### src/wdt_pkg.sv
package wdt_pkg;

    localparam int ADDR_W = 12;
    localparam int DATA_W = 32;
    localparam int BYTE_W = 8;
    localparam int PAD_W = DATA_W - BYTE_W;
    localparam int COUNT_W = 24;

    // Register byte addresses
    localparam logic [ADDR_W-1:0] OFF_STATUS_CONTROL = 12'hFF0;
    localparam logic [ADDR_W-1:0] OFF_RELOAD_UPPER = 12'hFF4;
    localparam logic [ADDR_W-1:0] OFF_RELOAD_HIGH = 12'hFF8;
    localparam logic [ADDR_W-1:0] OFF_RELOAD_LOW = 12'hFFC;
    localparam logic [ADDR_W-1:0] OFF_WDT_CONTROL = 12'hFE0;

    // Unlock and stop-configuration keys
    localparam logic [BYTE_W-1:0] KEY_FIRST = 8'h55;
    localparam logic [BYTE_W-1:0] KEY_SECOND = 8'hAA;
    localparam logic [BYTE_W-1:0] STOP_OFF_CODE = 8'h81;
    localparam logic [BYTE_W-1:0] STOP_ON_CODE = 8'h00;

    // Own control register fields
    localparam int CTL_ENABLE_BIT = 0;
    localparam int CTL_RESET_CFG_BIT = 1;
    localparam int CTL_REFRESH_BIT = 2;

    // Reset values
    localparam logic [BYTE_W-1:0] RELOAD_BYTE_RESET = 8'hFF;
    localparam logic [COUNT_W-1:0] COUNT_RESET = 24'h000000;
    localparam logic [COUNT_W-1:0] COUNT_ONE = 24'h000001;
    localparam logic [2:0] RSVD_ZERO = 3'h0;
    localparam logic [PAD_W-1:0] PAD_ZERO = 24'h000000;
    localparam logic [DATA_W-3:0] CTL_PAD_ZERO = 30'h0000000;

    localparam logic [1:0] RESP_OKAY = 2'h0;
    localparam logic [1:0] RESP_SLVERR = 2'h2;

    typedef enum logic [2:0] {
        UNLOCK_IDLE,
        UNLOCK_KEY1,
        UNLOCK_KEY2,
        UNLOCK_UPPER,
        UNLOCK_HIGH
    } unlock_state_type;

endpackage

### src/watchdog_reload_lock.sv
`timescale 1ns/100ps

// Notes on behaviour
// - Write 55H then AAH to unlock reloads
// - Key writes leave status bits unchanged
// - Stray write returns lock to start
// - Load counter on enable and refresh
// - Status flags read-only; read clears bits 7-4
// - Reset cause sets matching flag pattern
// - Stop recovery sets stop; timeout per cause
// - Power-on flag set and cleared rules
// - Stop flag cleared by POR, timeout outside STOP, read
// - Timeout flag set on any timeout
// - External flag set by reset pin
// - Reserved status bits read zero
// - Stop bit halts watchdog in STOP
// - Reload is upper, high, low bytes
// - Permitted reload writes update value
// - Reload reads return live count
// - Timeout outside STOP resets device
// - Timeout in STOP starts stop recovery
// - Keys then 81H sets, 00H clears
module watchdog_reload_lock (
    input wire logic aclk,
    input wire logic aresetn,
    input wire logic [wdt_pkg::ADDR_W-1:0] awaddr,
    input wire logic awvalid,
    output logic awready,
    input wire logic [wdt_pkg::DATA_W-1:0] wdata,
    input wire logic [3:0] wstrb,
    input wire logic wvalid,
    output logic wready,
    output logic [1:0] bresp,
    output logic bvalid,
    input wire logic bready,
    input wire logic [wdt_pkg::ADDR_W-1:0] araddr,
    input wire logic arvalid,
    output logic arready,
    output logic [wdt_pkg::DATA_W-1:0] rdata,
    output logic [1:0] rresp,
    output logic rvalid,
    input wire logic rready,
    input wire logic osc_tick,
    input wire logic refresh_insn,
    input wire logic stop_mode,
    input wire logic ext_reset_event,
    input wire logic debug_reset_event,
    input wire logic dbg_pin_stop_reset,
    input wire logic gpio_stop_recovery,
    output logic device_reset_req,
    output logic stop_recovery_req,
    output logic osc_run
);

    import wdt_pkg::*;

    // Bus state
    logic awready_r, wready_r, bvalid_r, arready_r, rvalid_r;
    logic [1:0] bresp_r, rresp_r;
    logic [ADDR_W-1:0] aw_addr_r;
    logic [DATA_W-1:0] w_data_r, rdata_r;
    logic [3:0] w_strb_r;

    // Watchdog state
    unlock_state_type state_r, state_nxt;
    logic stop_cfg_r, stop_cfg_nxt;
    logic enable_r, rst_cfg_r;
    logic por_r, stop_r, wdt_r, ext_r;
    logic por_nxt, stop_nxt, wdt_nxt, ext_nxt;
    logic [COUNT_W-1:0] count_r, count_nxt;
    logic dev_rst_r, stop_rec_r, osc_run_r;
    logic ld_upper, ld_high, ld_low;

    // Handshakes and write decode
    wire aw_hs = awvalid && awready_r;
    wire w_hs = wvalid && wready_r;
    wire ar_hs = arvalid && arready_r;
    wire wr_go = !awready_r && !wready_r && !bvalid_r;
    wire wr_lane = wr_go && w_strb_r[0];
    wire [BYTE_W-1:0] wr_byte = w_data_r[BYTE_W-1:0];

    wire wa_status = aw_addr_r == OFF_STATUS_CONTROL;
    wire wa_upper = aw_addr_r == OFF_RELOAD_UPPER;
    wire wa_high = aw_addr_r == OFF_RELOAD_HIGH;
    wire wa_low = aw_addr_r == OFF_RELOAD_LOW;
    wire wa_ctrl = aw_addr_r == OFF_WDT_CONTROL;
    wire wa_map = wa_status || wa_upper || wa_high || wa_low || wa_ctrl;

    wire wr_status = wr_lane && wa_status;
    wire wr_upper = wr_lane && wa_upper;
    wire wr_high = wr_lane && wa_high;
    wire wr_low = wr_lane && wa_low;
    wire wr_ctrl = wr_lane && wa_ctrl;
    wire wr_key1 = wr_status && (wr_byte == KEY_FIRST);

    // Read decode
    wire ra_status = araddr == OFF_STATUS_CONTROL;
    wire ra_upper = araddr == OFF_RELOAD_UPPER;
    wire ra_high = araddr == OFF_RELOAD_HIGH;
    wire ra_low = araddr == OFF_RELOAD_LOW;
    wire ra_ctrl = araddr == OFF_WDT_CONTROL;
    wire ra_map = ra_status || ra_upper || ra_high || ra_low || ra_ctrl;
    wire status_read = ar_hs && ra_status;

    wire [BYTE_W-1:0] status_byte = {por_r, stop_r, wdt_r, ext_r,
                                     RSVD_ZERO, stop_cfg_r};
    wire [DATA_W-1:0] ctrl_word = {CTL_PAD_ZERO, rst_cfg_r, enable_r};
    wire [DATA_W-1:0] rd_word =
        ra_status ? {PAD_ZERO, status_byte} :
        ra_upper ? {PAD_ZERO, count_r[COUNT_W-1 -: BYTE_W]} :
        ra_high ? {PAD_ZERO, count_r[2*BYTE_W-1 -: BYTE_W]} :
        ra_low ? {PAD_ZERO, count_r[BYTE_W-1:0]} :
        ra_ctrl ? ctrl_word : '0;

    // Reload value and counter control
    logic [BYTE_W-1:0] rl_upper;
    logic [BYTE_W-1:0] rl_high;
    logic [BYTE_W-1:0] rl_low;
    wire [COUNT_W-1:0] reload_value = {rl_upper, rl_high, rl_low};

    wire en_load = wr_ctrl && wr_byte[CTL_ENABLE_BIT] && !enable_r;
    wire refresh = refresh_insn || (wr_ctrl && wr_byte[CTL_REFRESH_BIT]);
    wire halted = stop_mode && stop_cfg_r;
    wire running = enable_r && !halted;
    wire timeout = osc_tick && running && (count_r == COUNT_RESET);

    reload_byte #(.WIDTH(BYTE_W), .RESET_VAL(RELOAD_BYTE_RESET)) u_upper (
        .aclk(aclk), .aresetn(aresetn), .load(ld_upper), .din(wr_byte),
        .q(rl_upper)
    );

    reload_byte #(.WIDTH(BYTE_W), .RESET_VAL(RELOAD_BYTE_RESET)) u_high (
        .aclk(aclk), .aresetn(aresetn), .load(ld_high), .din(wr_byte),
        .q(rl_high)
    );

    reload_byte #(.WIDTH(BYTE_W), .RESET_VAL(RELOAD_BYTE_RESET)) u_low (
        .aclk(aclk), .aresetn(aresetn), .load(ld_low), .din(wr_byte),
        .q(rl_low)
    );

    // Unlock sequencer; only key steps touch the stop bit
    always_comb begin
        state_nxt = state_r;
        stop_cfg_nxt = stop_cfg_r;
        ld_upper = 1'b0;
        ld_high = 1'b0;
        ld_low = 1'b0;
        if (wr_lane) begin
            state_nxt = UNLOCK_IDLE;
            case (state_r)
                UNLOCK_IDLE: begin
                    state_nxt = UNLOCK_IDLE;
                end
                UNLOCK_KEY1: begin
                    if (wr_status && wr_byte == KEY_SECOND) begin
                        state_nxt = UNLOCK_KEY2;
                    end
                end
                UNLOCK_KEY2: begin
                    if (wr_upper) begin
                        ld_upper = 1'b1;
                        state_nxt = UNLOCK_UPPER;
                    end else if (wr_status && wr_byte == STOP_OFF_CODE) begin
                        stop_cfg_nxt = 1'b1;
                    end else if (wr_status && wr_byte == STOP_ON_CODE) begin
                        stop_cfg_nxt = 1'b0;
                    end
                end
                UNLOCK_UPPER: begin
                    if (wr_high) begin
                        ld_high = 1'b1;
                        state_nxt = UNLOCK_HIGH;
                    end
                end
                UNLOCK_HIGH: begin
                    if (wr_low) begin
                        ld_low = 1'b1;
                        state_nxt = UNLOCK_IDLE;
                    end
                end
                default: begin
                    state_nxt = UNLOCK_IDLE;
                end
            endcase
            if (wr_key1) begin
                state_nxt = UNLOCK_KEY1;
            end
        end
    end

    // Cause flags: read clears first, events then win
    always_comb begin
        por_nxt = por_r;
        stop_nxt = stop_r;
        wdt_nxt = wdt_r;
        ext_nxt = ext_r;
        if (status_read) begin
            por_nxt = 1'b0;
            stop_nxt = 1'b0;
            wdt_nxt = 1'b0;
            ext_nxt = 1'b0;
        end
        if (ext_reset_event) begin
            por_nxt = 1'b0;
            stop_nxt = 1'b0;
            wdt_nxt = 1'b0;
            ext_nxt = 1'b1;
        end
        if (debug_reset_event || dbg_pin_stop_reset) begin
            por_nxt = 1'b1;
            stop_nxt = 1'b0;
            wdt_nxt = 1'b0;
            ext_nxt = 1'b0;
        end
        if (gpio_stop_recovery) begin
            por_nxt = 1'b0;
            stop_nxt = 1'b1;
            wdt_nxt = 1'b0;
            ext_nxt = 1'b0;
        end
        if (timeout) begin
            por_nxt = 1'b0;
            wdt_nxt = 1'b1;
            stop_nxt = stop_mode;
        end
    end

    // Counter load and count down
    always_comb begin
        count_nxt = count_r;
        if (en_load || refresh || timeout) begin
            count_nxt = reload_value;
        end else if (osc_tick && running) begin
            count_nxt = count_r - COUNT_ONE;
        end
    end

    // Write channel: address and data taken in either order
    always_ff @(posedge aclk) begin
        if (!aresetn) begin
            awready_r <= 1'b1;
            wready_r <= 1'b1;
            bvalid_r <= 1'b0;
            bresp_r <= RESP_OKAY;
            aw_addr_r <= '0;
            w_data_r <= '0;
            w_strb_r <= '0;
        end else begin
            if (aw_hs) begin
                awready_r <= 1'b0;
                aw_addr_r <= awaddr;
            end
            if (w_hs) begin
                wready_r <= 1'b0;
                w_data_r <= wdata;
                w_strb_r <= wstrb;
            end
            if (wr_go) begin
                bvalid_r <= 1'b1;
                bresp_r <= wa_map ? RESP_OKAY : RESP_SLVERR;
            end
            if (bvalid_r && bready) begin
                bvalid_r <= 1'b0;
                awready_r <= 1'b1;
                wready_r <= 1'b1;
            end
        end
    end

    // Read channel
    always_ff @(posedge aclk) begin
        if (!aresetn) begin
            arready_r <= 1'b1;
            rvalid_r <= 1'b0;
            rresp_r <= RESP_OKAY;
            rdata_r <= '0;
        end else begin
            if (ar_hs) begin
                arready_r <= 1'b0;
                rvalid_r <= 1'b1;
                rdata_r <= rd_word;
                rresp_r <= ra_map ? RESP_OKAY : RESP_SLVERR;
            end
            if (rvalid_r && rready) begin
                rvalid_r <= 1'b0;
                arready_r <= 1'b1;
            end
        end
    end

    // Lock, configuration and flags; bus reset acts as power-on
    always_ff @(posedge aclk) begin
        if (!aresetn) begin
            state_r <= UNLOCK_IDLE;
            stop_cfg_r <= 1'b0;
            por_r <= 1'b1;
            stop_r <= 1'b0;
            wdt_r <= 1'b0;
            ext_r <= 1'b0;
        end else begin
            state_r <= state_nxt;
            stop_cfg_r <= stop_cfg_nxt;
            por_r <= por_nxt;
            stop_r <= stop_nxt;
            wdt_r <= wdt_nxt;
            ext_r <= ext_nxt;
        end
    end

    // Enable, action on timeout, counter
    always_ff @(posedge aclk) begin
        if (!aresetn) begin
            enable_r <= 1'b0;
            rst_cfg_r <= 1'b0;
            count_r <= COUNT_RESET;
        end else begin
            if (wr_ctrl) begin
                enable_r <= wr_byte[CTL_ENABLE_BIT];
                rst_cfg_r <= wr_byte[CTL_RESET_CFG_BIT];
            end
            count_r <= count_nxt;
        end
    end

    always_ff @(posedge aclk) begin
        if (!aresetn) begin
            dev_rst_r <= 1'b0;
            stop_rec_r <= 1'b0;
            osc_run_r <= 1'b1;
        end else begin
            dev_rst_r <= timeout && rst_cfg_r && !stop_mode;
            stop_rec_r <= timeout && rst_cfg_r && stop_mode;
            osc_run_r <= !halted;
        end
    end

    assign awready = awready_r;
    assign wready = wready_r;
    assign bvalid = bvalid_r;
    assign bresp = bresp_r;
    assign arready = arready_r;
    assign rvalid = rvalid_r;
    assign rresp = rresp_r;
    assign rdata = rdata_r;
    assign device_reset_req = dev_rst_r;
    assign stop_recovery_req = stop_rec_r;
    assign osc_run = osc_run_r;

endmodule

### src/reload_byte.sv
`timescale 1ns/100ps

// One byte of the stored reload value
module reload_byte #(
    parameter int WIDTH = 8,
    parameter logic [WIDTH-1:0] RESET_VAL = '1
) (
    input wire logic aclk,
    input wire logic aresetn,
    input wire logic load,
    input wire logic [WIDTH-1:0] din,
    output logic [WIDTH-1:0] q
);

    logic [WIDTH-1:0] q_r;

    always_ff @(posedge aclk) begin
        if (!aresetn) begin
            q_r <= RESET_VAL;
        end else if (load) begin
            q_r <= din;
        end
    end

    assign q = q_r;

endmodule

### config.mk
export PLATFORM = sky130hd
export DESIGN_NAME = watchdog_reload_lock
export DESIGN_NICKNAME = d
export VERILOG_FILES = /design/src/wdt_pkg.sv /design/src/watchdog_reload_lock.sv /design/src/reload_byte.sv
export SDC_FILE = /design/constraint.sdc
export NUM_CORES = 1
export LEC_CHECK = 0
export ABC_AREA = 1
export BUFFER_PORTS_ARGS = -buffer_cell sky130_fd_sc_hd__buf_4
export CORE_ASPECT_RATIO = 1.5
export CORE_MARGIN = 4
export CORE_UTILIZATION = 50
export DETAILED_ROUTE_END_ITERATION = 8
export MAX_ROUTING_LAYER = met4
export PLACE_DENSITY = 0.77
export SLEW_MARGIN = 15
export SYNTH_ARGS = -nofsm -noshare
export SYNTH_HDL_FRONTEND = slang
export SYNTH_SLANG_ARGS = --single-unit
export TNS_END_PERCENT = 1
### constraint.sdc
create_clock -name aclk -period 1.9 [get_ports aclk]
set_clock_uncertainty 0.1 [all_clocks]
set_input_delay 0.38 -clock aclk [delete_from_list [all_inputs] [get_ports aclk]]
set_output_delay 0.38 -clock aclk [all_outputs]
set_load 0.01 [all_outputs]
==> summary by stage, run 1 <==
Run status
The flow ran to the end, but the final reports show violations. The checks that failed: negative setup slack.

STA
The time the final worst path needs with I/O delays and setup is 1983 ps. Setup repair after global routing could not meet its margin everywhere. Setup violations remaining at the end of the flow were counted as 15.

The sum of negative setup slack is -748.2 ps. The count of endpoints failing hold in the final timing report was 0. The post-route clock period utilization is 1.044. The final max-slew violation count is 0.

The transition time at the pin with the least slew margin is 563.6 ps. The fmax is 504.2 MHz. Setup slack on the critical path of the routed design comes to -83.44 ps. Headroom to the max-slew limit came out at 0.6234.

Global route
The wire length of the first global-routing pass is 24.53 mm. The number of global-route vias before repair was 5361. The aggregate global-route resource usage is 0.2541.

The initial antenna violation count is 0. The overall overflow remaining after global route is 0. The pin count of the biggest net entering global routing is 46.

Synth
The number of synthesized register bits is 97. The sequential-to-total area share from yosys stat is 0.3587. The post-synthesis cell area is 0.005414 mm². Synthesis produced 802 cells. The count of synthesis-stage warnings from yosys is 0. The post-synthesis average cell area is 6.751 µm².

The count of unique library cells instantiated by Yosys is 42.

Setup path
The largest fanout of any net on the critical path is 7. The required time of the critical path is 2020 ps. The critical path is of the flop to flop type.

The critical path endpoint category is a flop. STA puts the critical path data arrival time at 2110 ps. STA classifies the critical path startpoint as a flop.

Detailed routing
For this run, design rule violations remaining after detail routing come to 0. After the first detailed-routing iteration, the DRC count stood at 382. The detail route stage leaves a number of antenna-violating nets equal to 0. The final route contains 5734 vias. The post-detailed-route via-to-cell ratio is 5.324. Dividing the detail-routed wire length by the instance count gives 15.02 µm.

The final layout contains routed wiring with a total length of 16.18 mm. For this run, the detailed router's first-pass iteration total came to 5.

Finish
From synthesis to final layout, the design area changed by 28.77%. The antenna diode count is 0. The final net count is 1004. In the final layout, the share of cells above drive strength 1 is 0.2669.

Floorplan
After floorplanning, the core was sized to cover 0.01059 mm². The die is 135.4 µm tall. The number of I/O pins is 118. The floorplan step set the die width to 92.96 µm. The die covers 0.01259 mm². The initial utilization of the core area, before any placement, comes to 0.5112. The number of rows in the core area is 46.

Clock network
The number of sinks handled by clock tree synthesis is 97. TritonCTS built the clock tree. The maximum buffer depth of the clock tree is 2. Clock-pin slew was measured on the worst setup and hold paths at 70 ps. The number of H-tree levels is 3. The clock tree root driver cell is clkbuf_16. For the worst-skew pair, the clock arrives at the later sink with an insertion delay of 340 ps. The quantity of hold-fixing buffers added after cts is 0. Buffers inserted during clock tree synthesis total 9.

Pwr
The logic gate share of total power is 0.175. For this design the static power due to leakage is 3.294 nW. The portion of total power attributed to sequential cells is 0.453. The total power per unit cell area is 691.4 mW/mm². The design internal power is 3.455 mW.

The net switching power is 1.365 mW. The worst-case IR drop observed on VDD is 0.0005425 V. Of the total power, the clock network draws 0.372. The fraction of power spent switching nets is 0.2833.

Run
The max-cap violation count is 0.

Place
Detailed placement finished with a half-perimeter wire length of 11.79 mm. OpenSTA, run right after detailed placement, puts the worst setup slack at -118.1 ps. In this run the tool buffered the top-level ports with 64 buffer cells. Routability-driven placement finished with a final weighted congestion of 0.9800.

Min path
The path type of the worst min-delay path is primary input to flop.
==> layer usage <==
layer	wire [µm]	GRT usage	part of all wire	vias up
met5	0	-	0	-
met3	859	0.03891	0.053	81
li1	-	-	-	2846
met1	5960	0.2587	0.37	2578
met2	8138	0.4393	0.50	229
met4	1219	0.1826	0.075	0
==> cells by family after synthesis <==
group / count (synthesis) / synth area share
buf+inv: 140 / 0.1255
simple gates: 423 / 0.3520
flops: 97 / 0.3587
fa+ha+maj: 2 / 0.004621
compound gates: 133 / 0.1488
other cells: 1 / 0.0006927
xor+xnor: 6 / 0.009706
==> cell type report <==
type	instances	area [µm²]
inverter	85	319.1
clock inverter	3	23.77
sequential	97	1949
multi-input combinational	590	3037
tap	144	180.2
timing repair buffer	145	1192
fill	991	3618
clock buffer	13	270.3
==> registers in the layout, indices dropped and copies added (netlist names), 3 cells and up <==
signal,flops
count_r,24
aw_addr_r,12
rdata,8
u_high.q,8
u_low.q,8
u_upper.q,8
w_data_r,8
state_r,3
==> per-stage QoR <==
stage	power, mW	utilization	instance area [µm²]	instances	hold WS (ps)
final	4.820	0.6583	6972	1077	123.6
after global routing	5.016	0.6583	6972	1077	135.3
after CTS	4.756	0.6346	6720	1071	122.6
after detailed placement	2.997	0.6056	6414	1054	343.4
after global placement	2.986	0.6056	6414	1054	339.7
after floorplan	2.697	-	5508	827	330.1
==> timing repair <==
item / in CTS / in global routing
cloned: 0 / 2
setup endpoints to repair: 13 / 25
buffers inserted: 1 / 4
pin swaps: 1 / 11
resized for setup: 2 / 54
==> placed cells by master, fill, tap and decap left out, drive strengths merged, types with 2 or more instances in the layout <==
| cell type | synthesis | final |
|---|---|---|
| nand4 | 31 | 31 |
| a31oi | 2 | 2 |
| inv | 85 | 85 |
| buf | 39 | 143 |
| o21ai | 42 | 42 |
| clkbuf | 16 | 15 |
| a22oi | 5 | 5 |
| o211ai | 26 | 26 |
| nand3b | 2 | 2 |
| nor3 | 13 | 13 |
| nor4 | 4 | 4 |
| xor2 | 5 | 5 |
| clkinvlp | 0 | 2 |
| o221ai | 2 | 2 |
| conb | 1 | 26 |
| o22ai | 2 | 2 |
| dfxtp | 97 | 97 |
| a21oi | 50 | 50 |
| ha | 2 | 2 |
| nor2 | 137 | 137 |
| nand3 | 55 | 55 |
| nand2 | 179 | 179 |
==> power by group through the flow <==
stage               clock network [mW]  logic (mW)  registers [mW]
CTS                               1.80       0.779            2.18
floorplan                            0       0.470            2.23
finish                            1.79       0.844            2.19
global placement                     0       0.763            2.22
detailed placement                   0       0.771            2.23
global route                      1.90       0.926            2.19
==> cell usage after synthesis <==
cell type    n  area, µm²
o221ai_1     2      17.52
ha_1         2      25.02
inv_1       67      251.5
nor4_1       3      18.77
a21boi_0     1      7.510
nand3b_1     2      15.01
nor2_1     126      473.0
nand4_2      2      25.02
clkbuf_1    16      60.06
o22ai_1      2      12.51
o211ai_1    18      135.1
a21oi_1     50      250.2
buf_6        5      56.30
xnor2_1      1      8.760
nand2_1    172      645.6
dfxtp_1     97       1942
nand3_2      2      20.02
nand4_4      1      21.27
nand3_1     53      265.3
nand2_4      1      11.26
o21ai_0     42      210.2
a22oi_1      5      37.54
nor2_2       8      50.05
o21a_1       1      7.510
nor3_4       2      32.53
buf_4       30      225.2
inv_2       18      67.56
nor3_1      11      55.05
a31oi_1      2      12.51
nand2_2      6      37.54
nor2_4       3      33.78
conb_1       1      3.750
nor4_2       1      12.51
or2_2        1      6.260
a211oi_1     1      7.510
buf_1        1      3.750
o31ai_1      1      7.510
nand4_1     28      175.2
o211ai_2     8      100.1
xor2_1       5      43.79
buf_2        3      15.01
nor3b_1      1      7.510
==> worst max-delay path: stages, from the launching register on <==
cell       delay [ps]
dfxtp_1           350
nand2_2            80
nor2_4            130
nand2_2            80
nor2_4            130
nand3_2           120
nor2_4            180
nor2_4             80
buf_6             120
nand3_4           100
clkbuf_16         190
nor2_2             40
nor2_1            100
nor2_1             50
==> final timing paths <==
check / start / cells past startpoint / slack, ps / end
setup / recovery: aw_addr_r[9] / 13 / -80 / count_r[22]
hold / removal: wvalid / 2 / 120 / wready
setup reg to reg: aw_addr_r[9] / 13 / -80 / count_r[22]
hold reg to reg: aw_addr_r[0] / 2 / 370 / aw_addr_r[0]
Note: power is estimated with default switching activity, not from simulation.
==> inputs of run 2 (changes only) <==
Settings changed: SKIP_CTS_REPAIR_TIMING set to 1.
==> summary by stage, run 2 (same netlist as run 1, synthesis figures left out) <==
Run status
The run finished with clean final reports.

Clock network
The maximum buffer depth of the clock tree was 2 (unchanged). The total clock buffers created by CTS came to 9 (unchanged). The number of H-tree levels came to 3 (unchanged). TritonCTS built the clock tree. The clock latency reported for the late side of the worst-skew pair is 350 ps (about the same). The clock transition at the register clock pins on the worst setup and hold paths after CTS came to 70 ps (about the same). The tree is rooted in a clkbuf_16.

The number of sinks handled by clock tree synthesis is 97 (unchanged).

Detailed routing
The wire length reported by the detailed router is 16.05 mm (-0.82%). The number of optimization iterations in the first detailed-route pass is 5 (unchanged). The detailed-route via count came to 5698 (-0.63%). The number of violations reported at the end of detailed-routing iteration 0 came to 371 (-2.9%).

The residual antenna-violating net count after detailed routing came to 0 (unchanged). The post-detailed-route via-to-cell ratio is 5.291 (-0.63%). The final routed DRC violation total is 0 (unchanged). The final routed wire length divided by cell count is 14.90 µm (-0.82%).

Place
The cell area after placement came to 0.006414 mm² (unchanged). The total placed cells including tap cells came to 1054 (unchanged). The count of buffers inserted at the top-level ports is 64 (unchanged). The total half-perimeter wirelength after legalization and detailed placement is 11.79 mm (unchanged). The placer's final routability congestion estimate is 0.9800 (unchanged).

STA
The worst slew slack as a fraction of its limit was 0.6519 (+0.02850). Setup repair after global routing could not meet its margin everywhere. The count of endpoints failing hold in the final timing report was 0 (unchanged). The post-route clock period utilization is 0.9964 (-0.04748). The time the final worst path needs with I/O delays and setup is 1893 ps (-90.21 ps). The fmax is 528.2 MHz (+4.8%). The transition time at the pin with the least slew margin was 521.0 ps (-42.64 ps). The final setup violation count was 0 (-15). The final max-slew violation count came to 0 (unchanged). The sum of negative setup slack came to 0 ps (+748.2 ps).

Setup path
The setup slack of the most critical reg-to-reg path is 7 ps (+90 ps). The most numerous cell on the critical path is nand2_4. The slowest stage of the critical path is the dfxtp_1 cell. The delay of the slowest critical-path stage is 450 ps (+100 ps).

The launching point of the worst reg2reg path is count_r[7]. The endpoint identified for the worst register-to-register timing path is count_r[9]. The type of element launching the critical path is a flop.

The worst setup path startpoint is count_r[7]. The logic depth of the worst register-to-register path is 14 (+1). The critical path data arrival time was 2020 ps (-90 ps). The largest fanout of any net on the critical path is 8 (+1). The type of the setup path with the least slack is flop to flop. STA classifies the critical path endpoint as a flop. Traced cell by cell, the critical path runs through inv_2 > nand2_1 > nor2_1 > nand2_1 > nor2_4 > nand2_4 > nand2_4 > nor2_4 > nand2_4 > buf_12 > nand2_4 > nand2_2 > nor2_2 > nor2_1. The endpoint of the most critical setup path is count_r[9]. The required time of the critical path was 2030 ps (about the same).

Finish
The fraction of final layout cells with drive strength greater than 1 is 0.2626 (-0.004287). Leaving out fill and tap cells, the most frequent cells in the layout are nand2_1, buf_4, nor2_1, dfxtp_1, inv_1. The largest registers in the layout are count_r x24, aw_addr_r x12. The final instance area is 0.006965 mm² (about the same).

The antenna diode count came to 0 (unchanged). The area growth from synthesis to layout is 28.66% (about the same). The most common cell after layout, fill and taps aside is nand2_1.

The register with the most flip-flops in the final layout is count_r. The count of placed standard cells in the final layout, fillers left out was 1077 (unchanged). The final net count is 1004 (unchanged). The number of flip-flops under the largest register name is 24 (unchanged).

Pwr
The leakage power is 3.312 nW (+0.55%). The peak ir drop on the vdd network came to 0.0005580 V (+2.9%). The final total power is 4.809 mW (-0.22%).

The total power per unit cell area is 690.5 mW/mm² (-0.13%).

Floorplan
The number of rows in the core area is 46 (unchanged). The overall die height came to 135.4 µm (unchanged). The area of the core region came to 0.01059 mm² (unchanged).

The effective utilization at floorplan is 0.5112 (unchanged). The number of I/O pins is 118 (unchanged). The die width is 92.96 µm (unchanged). The die outline area is 0.01259 mm² (unchanged).

Global route
The overall overflow remaining after global route is 0 (unchanged). The aggregate global-route resource usage is 0.2534 (-0.0007145). The number of global-route vias before repair is 5338 (-0.43%). The pin count of the biggest net entering global routing came to 46 (unchanged).

The initial antenna violation count came to 0 (unchanged). The wire length of the first global-routing pass is 24.45 mm (-0.31%).

Min path
The path type of the worst min-delay path is primary input to flop.

Run
The max-cap violation count is 0 (unchanged).
run 2: cell counts in the layout (fill, tap and decap cells not counted):
No cell type changed its count.
run 2: metrics by stage:
step / setup WS, ps / hold WS, ps / utilization
2_1_floorplan: 146.9 / 330.1 / -
3_5_place_dp: -118.1 / 343.4 / 0.6056
4_1_cts: -32.90 / 122.6 / 0.6334
5_1_grt: -154.3 / 136.7 / 0.6577
6_report: 6.772 / 118.9 / 0.6577
3_3_place_gp: -90.65 / 339.7 / 0.6056
run 2: cell type report:
cell class	count	area [µm²]
clock buffers	13	270.3
clock inverters	3	23.77
fillers	982	3625
inverters	85	319.1
multi-input cells	590	3019
flip-flops and latches	97	1949
well taps	144	180.2
repair buffers	145	1204
run 2: metal layers:
layer  up-vias  share of wire  GRT usage
met5         -              0          -
met1      2586           0.37     0.2583
met4         0          0.064     0.1809
met2       204           0.52     0.4389
met3        61          0.048    0.03780
li1       2847              -          -
run 2: worst min path at each step:
stage	to	from	cells past startpoint	slack (ps)
2_1_floorplan	w_strb_r[0]	w_strb_r[0]	2	330
3_3_place_gp	w_strb_r[0]	w_strb_r[0]	2	340
3_5_place_dp	w_strb_r[0]	w_strb_r[0]	2	340
4_1_cts	wready	wvalid	2	120
5_1_grt	wready	wvalid	2	140
6_report	wready	wvalid	2	120
run 2: critical path: cells and delay by family (launching register included):
family / cells / cell delay, ps
simple gates: 12 / 1000
flops: 1 / 450
buf+inv: 2 / 220
run 2: report_power, final:
part	switching, mW	leakage, nW	internal (mW)	total, mW
clock	0.799	0.138	0.999	1.80
sequential	0.0640	0.799	2.12	2.19
combinational	0.498	2.38	0.328	0.826
total	1.36	3.31	3.45	4.81
==> inputs of run 3 (changes only) <==
Settings changed: PLACE_DENSITY 0.77 to 0.88.
==> summary by stage, run 3 (same netlist as run 1, synthesis figures left out) <==
Run status
The flow ran to the end, but the final reports show violations. The final reports fail on negative setup slack.

Place
The count of buffers inserted at the top-level ports was 64 (unchanged). The post-place setup slack is -109.5 ps (+8.589 ps). The total half-perimeter wirelength after legalization and detailed placement was 11.81 mm (+0.17%).

The placer's final routability congestion estimate came to 0.9874 (+0.76%). The cell area after placement came to 0.006381 mm² (-0.51%).

Pwr
The total power per unit cell area is 709.5 mW/mm² (+2.8%). The net switching power was 1.404 mW (+3.1%). The peak ir drop on the vdd network is 0.0006104 V (+9.4%). The leakage power is 3.296 nW (-0.49%). The design internal power is 3.520 mW (+2.1%). The logic gate share of total power is 0.169 (-0.003). The final total power was 4.924 mW (+2.4%). The fraction of power spent switching nets is 0.2851 (+0.001986).

The portion of total power attributed to sequential cells is 0.444 (-0.010). The proportion of power drawn by the clock network was 0.388 (+0.014).

Setup path
The required time of the critical path is 2040 ps (about the same). The slowest cell on the critical path is dfxtp_2. The largest fanout of any net on the critical path was 11 (+3).

The critical path data arrival time is 2040 ps (+20 ps). The logic depth of the worst register-to-register path came to 15 (+1). Following the worst setup path forward leads to its endpoint at count_r[5]. The worst setup path is of the flop to flop kind.

The family of cells with the greatest summed delay on the critical path is simple AND/OR/NAND/NOR gates. The setup slack of the most critical reg-to-reg path is -0.6 ps (about the same). The cell count along the critical path was 15 (+1). The type of element launching the critical path is a flop.

The worst flop-to-flop path endpoint is count_r[5]. The count of buffering cells on the critical path with inverters included is 3 (+1). STA classifies the critical path endpoint as a flop. The critical path starts at count_r[0]. The launching point of the worst reg2reg path is count_r[0]. The delay of the slowest critical-path stage is 340 ps (-110 ps). Traced cell by cell, the critical path runs through inv_2 > ha_2 > inv_1 > nor2_1 > nand2_1 > nor2_4 > nand2_4 > nand2_4 > nor2_4 > nand2_4 > clkbuf_16 > nand2_1 > nand2_1 > nor2_1 > nor2_1.

Global route
The wire length of the first global-routing pass was 24.45 mm (about the same). The aggregate global-route resource usage was 0.2520 (-0.001427). The pin count of the biggest net entering global routing is 43 (-6.5%). The number of global-route vias before repair is 5347 (+0.17%). The initial antenna violation count is 0 (unchanged). The overall overflow remaining after global route came to 0 (unchanged).

Finish
The area taken by multi-input logic gates is 0.003010 mm² (-0.29%). The final instance area is 0.006939 mm² (-0.38%). The final core utilization is 0.6552 (-0.002481). The number of flip-flops under the largest register name is 24 (unchanged). The sequential cell area in the final layout is 0.001944 mm² (-0.26%). The largest register by flop count is count_r.

The fraction of final layout cells with drive strength greater than 1 is 0.2540 (-0.008557). The final net count is 1000 (-0.40%). The library cells used most frequently in the layout, excluding fill and tap cells, are nand2_1, buf_4, nor2_1, dfxtp_1, inv_1. The antenna diode count is 0 (unchanged). Leaving out fill and tap cells, the most frequent cell in the layout is nand2_1. The largest registers in the layout are count_r x24, aw_addr_r x12. The number of filler cells placed in the layout came to 876 (-11%). The area growth from synthesis to layout is 28.17%.

STA
The worst slew slack as a fraction of its limit is 0.6233 (-0.02855). The transition time at the pin with the least slew margin is 563.7 ps (+42.73 ps). The final max-slew violation count is 0 (unchanged). The post-route clock period utilization is 1.000 (+0.003879). The sum of negative setup slack is -0.5971 ps (-0.5971 ps). The time the final worst path needs with I/O delays and setup was 1901 ps (+7.369 ps). The count of endpoints failing hold in the final timing report was 0 (unchanged). The final setup violation count is 1 (+1). The final critical-path setup slack is -0.5971 ps (-7.369 ps). The fmax is 526.2 MHz (-0.39%). Setup repair after global routing could not meet its margin everywhere.

Clock network
The total clock buffers created by CTS came to 9 (unchanged). In this run the clock root is driven by a clkbuf_16. The number of sinks handled by clock tree synthesis was 97 (unchanged).

The number of H-tree levels is 3 (unchanged). TritonCTS built the clock tree. The clock transition at the register clock pins on the worst setup and hold paths after CTS came to 80 ps (about the same). The clock latency reported for the late side of the worst-skew pair came to 350 ps (about the same). The maximum buffer depth of the clock tree came to 2 (unchanged).

Floorplan
The overall die height came to 135.4 µm (unchanged). The effective utilization at floorplan is 0.5112 (unchanged). The number of rows in the core area is 46 (unchanged).

The die width is 92.96 µm (unchanged). The number of I/O pins is 118 (unchanged). The area of the core region is 0.01059 mm² (unchanged). The die outline area is 0.01259 mm² (unchanged).

Detailed routing
The residual antenna-violating net count after detailed routing was 0 (unchanged). The final routed DRC violation total is 0 (unchanged). The post-detailed-route via-to-cell ratio is 5.399 (+2.0%). The detailed-route via count is 5793 (+1.7%). The amount of wire on met2 after detailed routing came to 8.589 mm (+2.6%). The wire length reported by the detailed router is 16.40 mm (+2.2%). The number of optimization iterations in the first detailed-route pass is 5 (unchanged).

The length of routed wiring on met1 is 6.015 mm (+2.4%). The final routed wire length divided by cell count came to 15.29 µm (+2.6%). The number of violations reported at the end of detailed-routing iteration 0 is 473 (+27%). The amount of wire on met3 after detailed routing is 824 µm (+7.4%).

In this run the top signal layer used is met4.

Min path
The path type of the worst min-delay path is primary input to flop. The cell depth of the worst hold path was 2 (unchanged). The startpoint identified for the worst hold timing path is wvalid.

Run
The max-cap violation count is 0 (unchanged).
-- run 3: through the flow --
stage	cells	hold WS, ps
after floorplan	827	330.1
after global placement	1048	337.8
after detailed placement	1048	346.6
after CTS	1064	106.3
after global routing	1073	127.7
final	1073	114.3
-- run 3: power groups by stage --
stage,sequential [mW],combinational (mW),clock (mW)
floorplan,2.23,0.470,0
finish,2.18,0.831,1.91
detailed placement,2.23,0.773,0
CTS,2.18,0.780,1.92
global route,2.19,0.912,2.00
global placement,2.22,0.763,0
-- run 3: worst reg2reg max path, stage by stage (launching register included) --
cell       delay (ps)
dfxtp_2           340
inv_2              40
ha_2              150
inv_1              40
nor2_1             40
nand2_1           110
nor2_4             60
nand2_4            70
nand2_4            50
nor2_4            210
nand2_4           120
clkbuf_16         190
nand2_1            70
nand2_1            50
nor2_1             90
nor2_1             60
-- run 3: worst min path at each step --
stage	end	slack, ps
floorplan	w_strb_r[0]	330
global placement	w_strb_r[0]	340
detailed placement	w_strb_r[0]	350
CTS	wready	110
global route	wready	130
finish	wready	110
-- run 3: layer usage --
metal | up-vias | GRT usage
li1 | 2828 | -
met4 | 0 | 0.1426
met2 | 254 | 0.4545
met1 | 2639 | 0.2615
met5 | - | -
met3 | 72 | 0.03057
-- run 3: area by class of cell --
| type | count | area share |
|---|---|---|
| Multi-Input combinational cell | 590 | 0.4338 |
| Sequential cell | 97 | 0.2802 |
| Timing Repair Buffer | 141 | 0.1682 |
| Inverter | 85 | 0.04598 |
| Clock buffer | 10 | 0.03444 |
| Tap cell | 144 | 0.02596 |
| Clock inverter | 6 | 0.01136 |
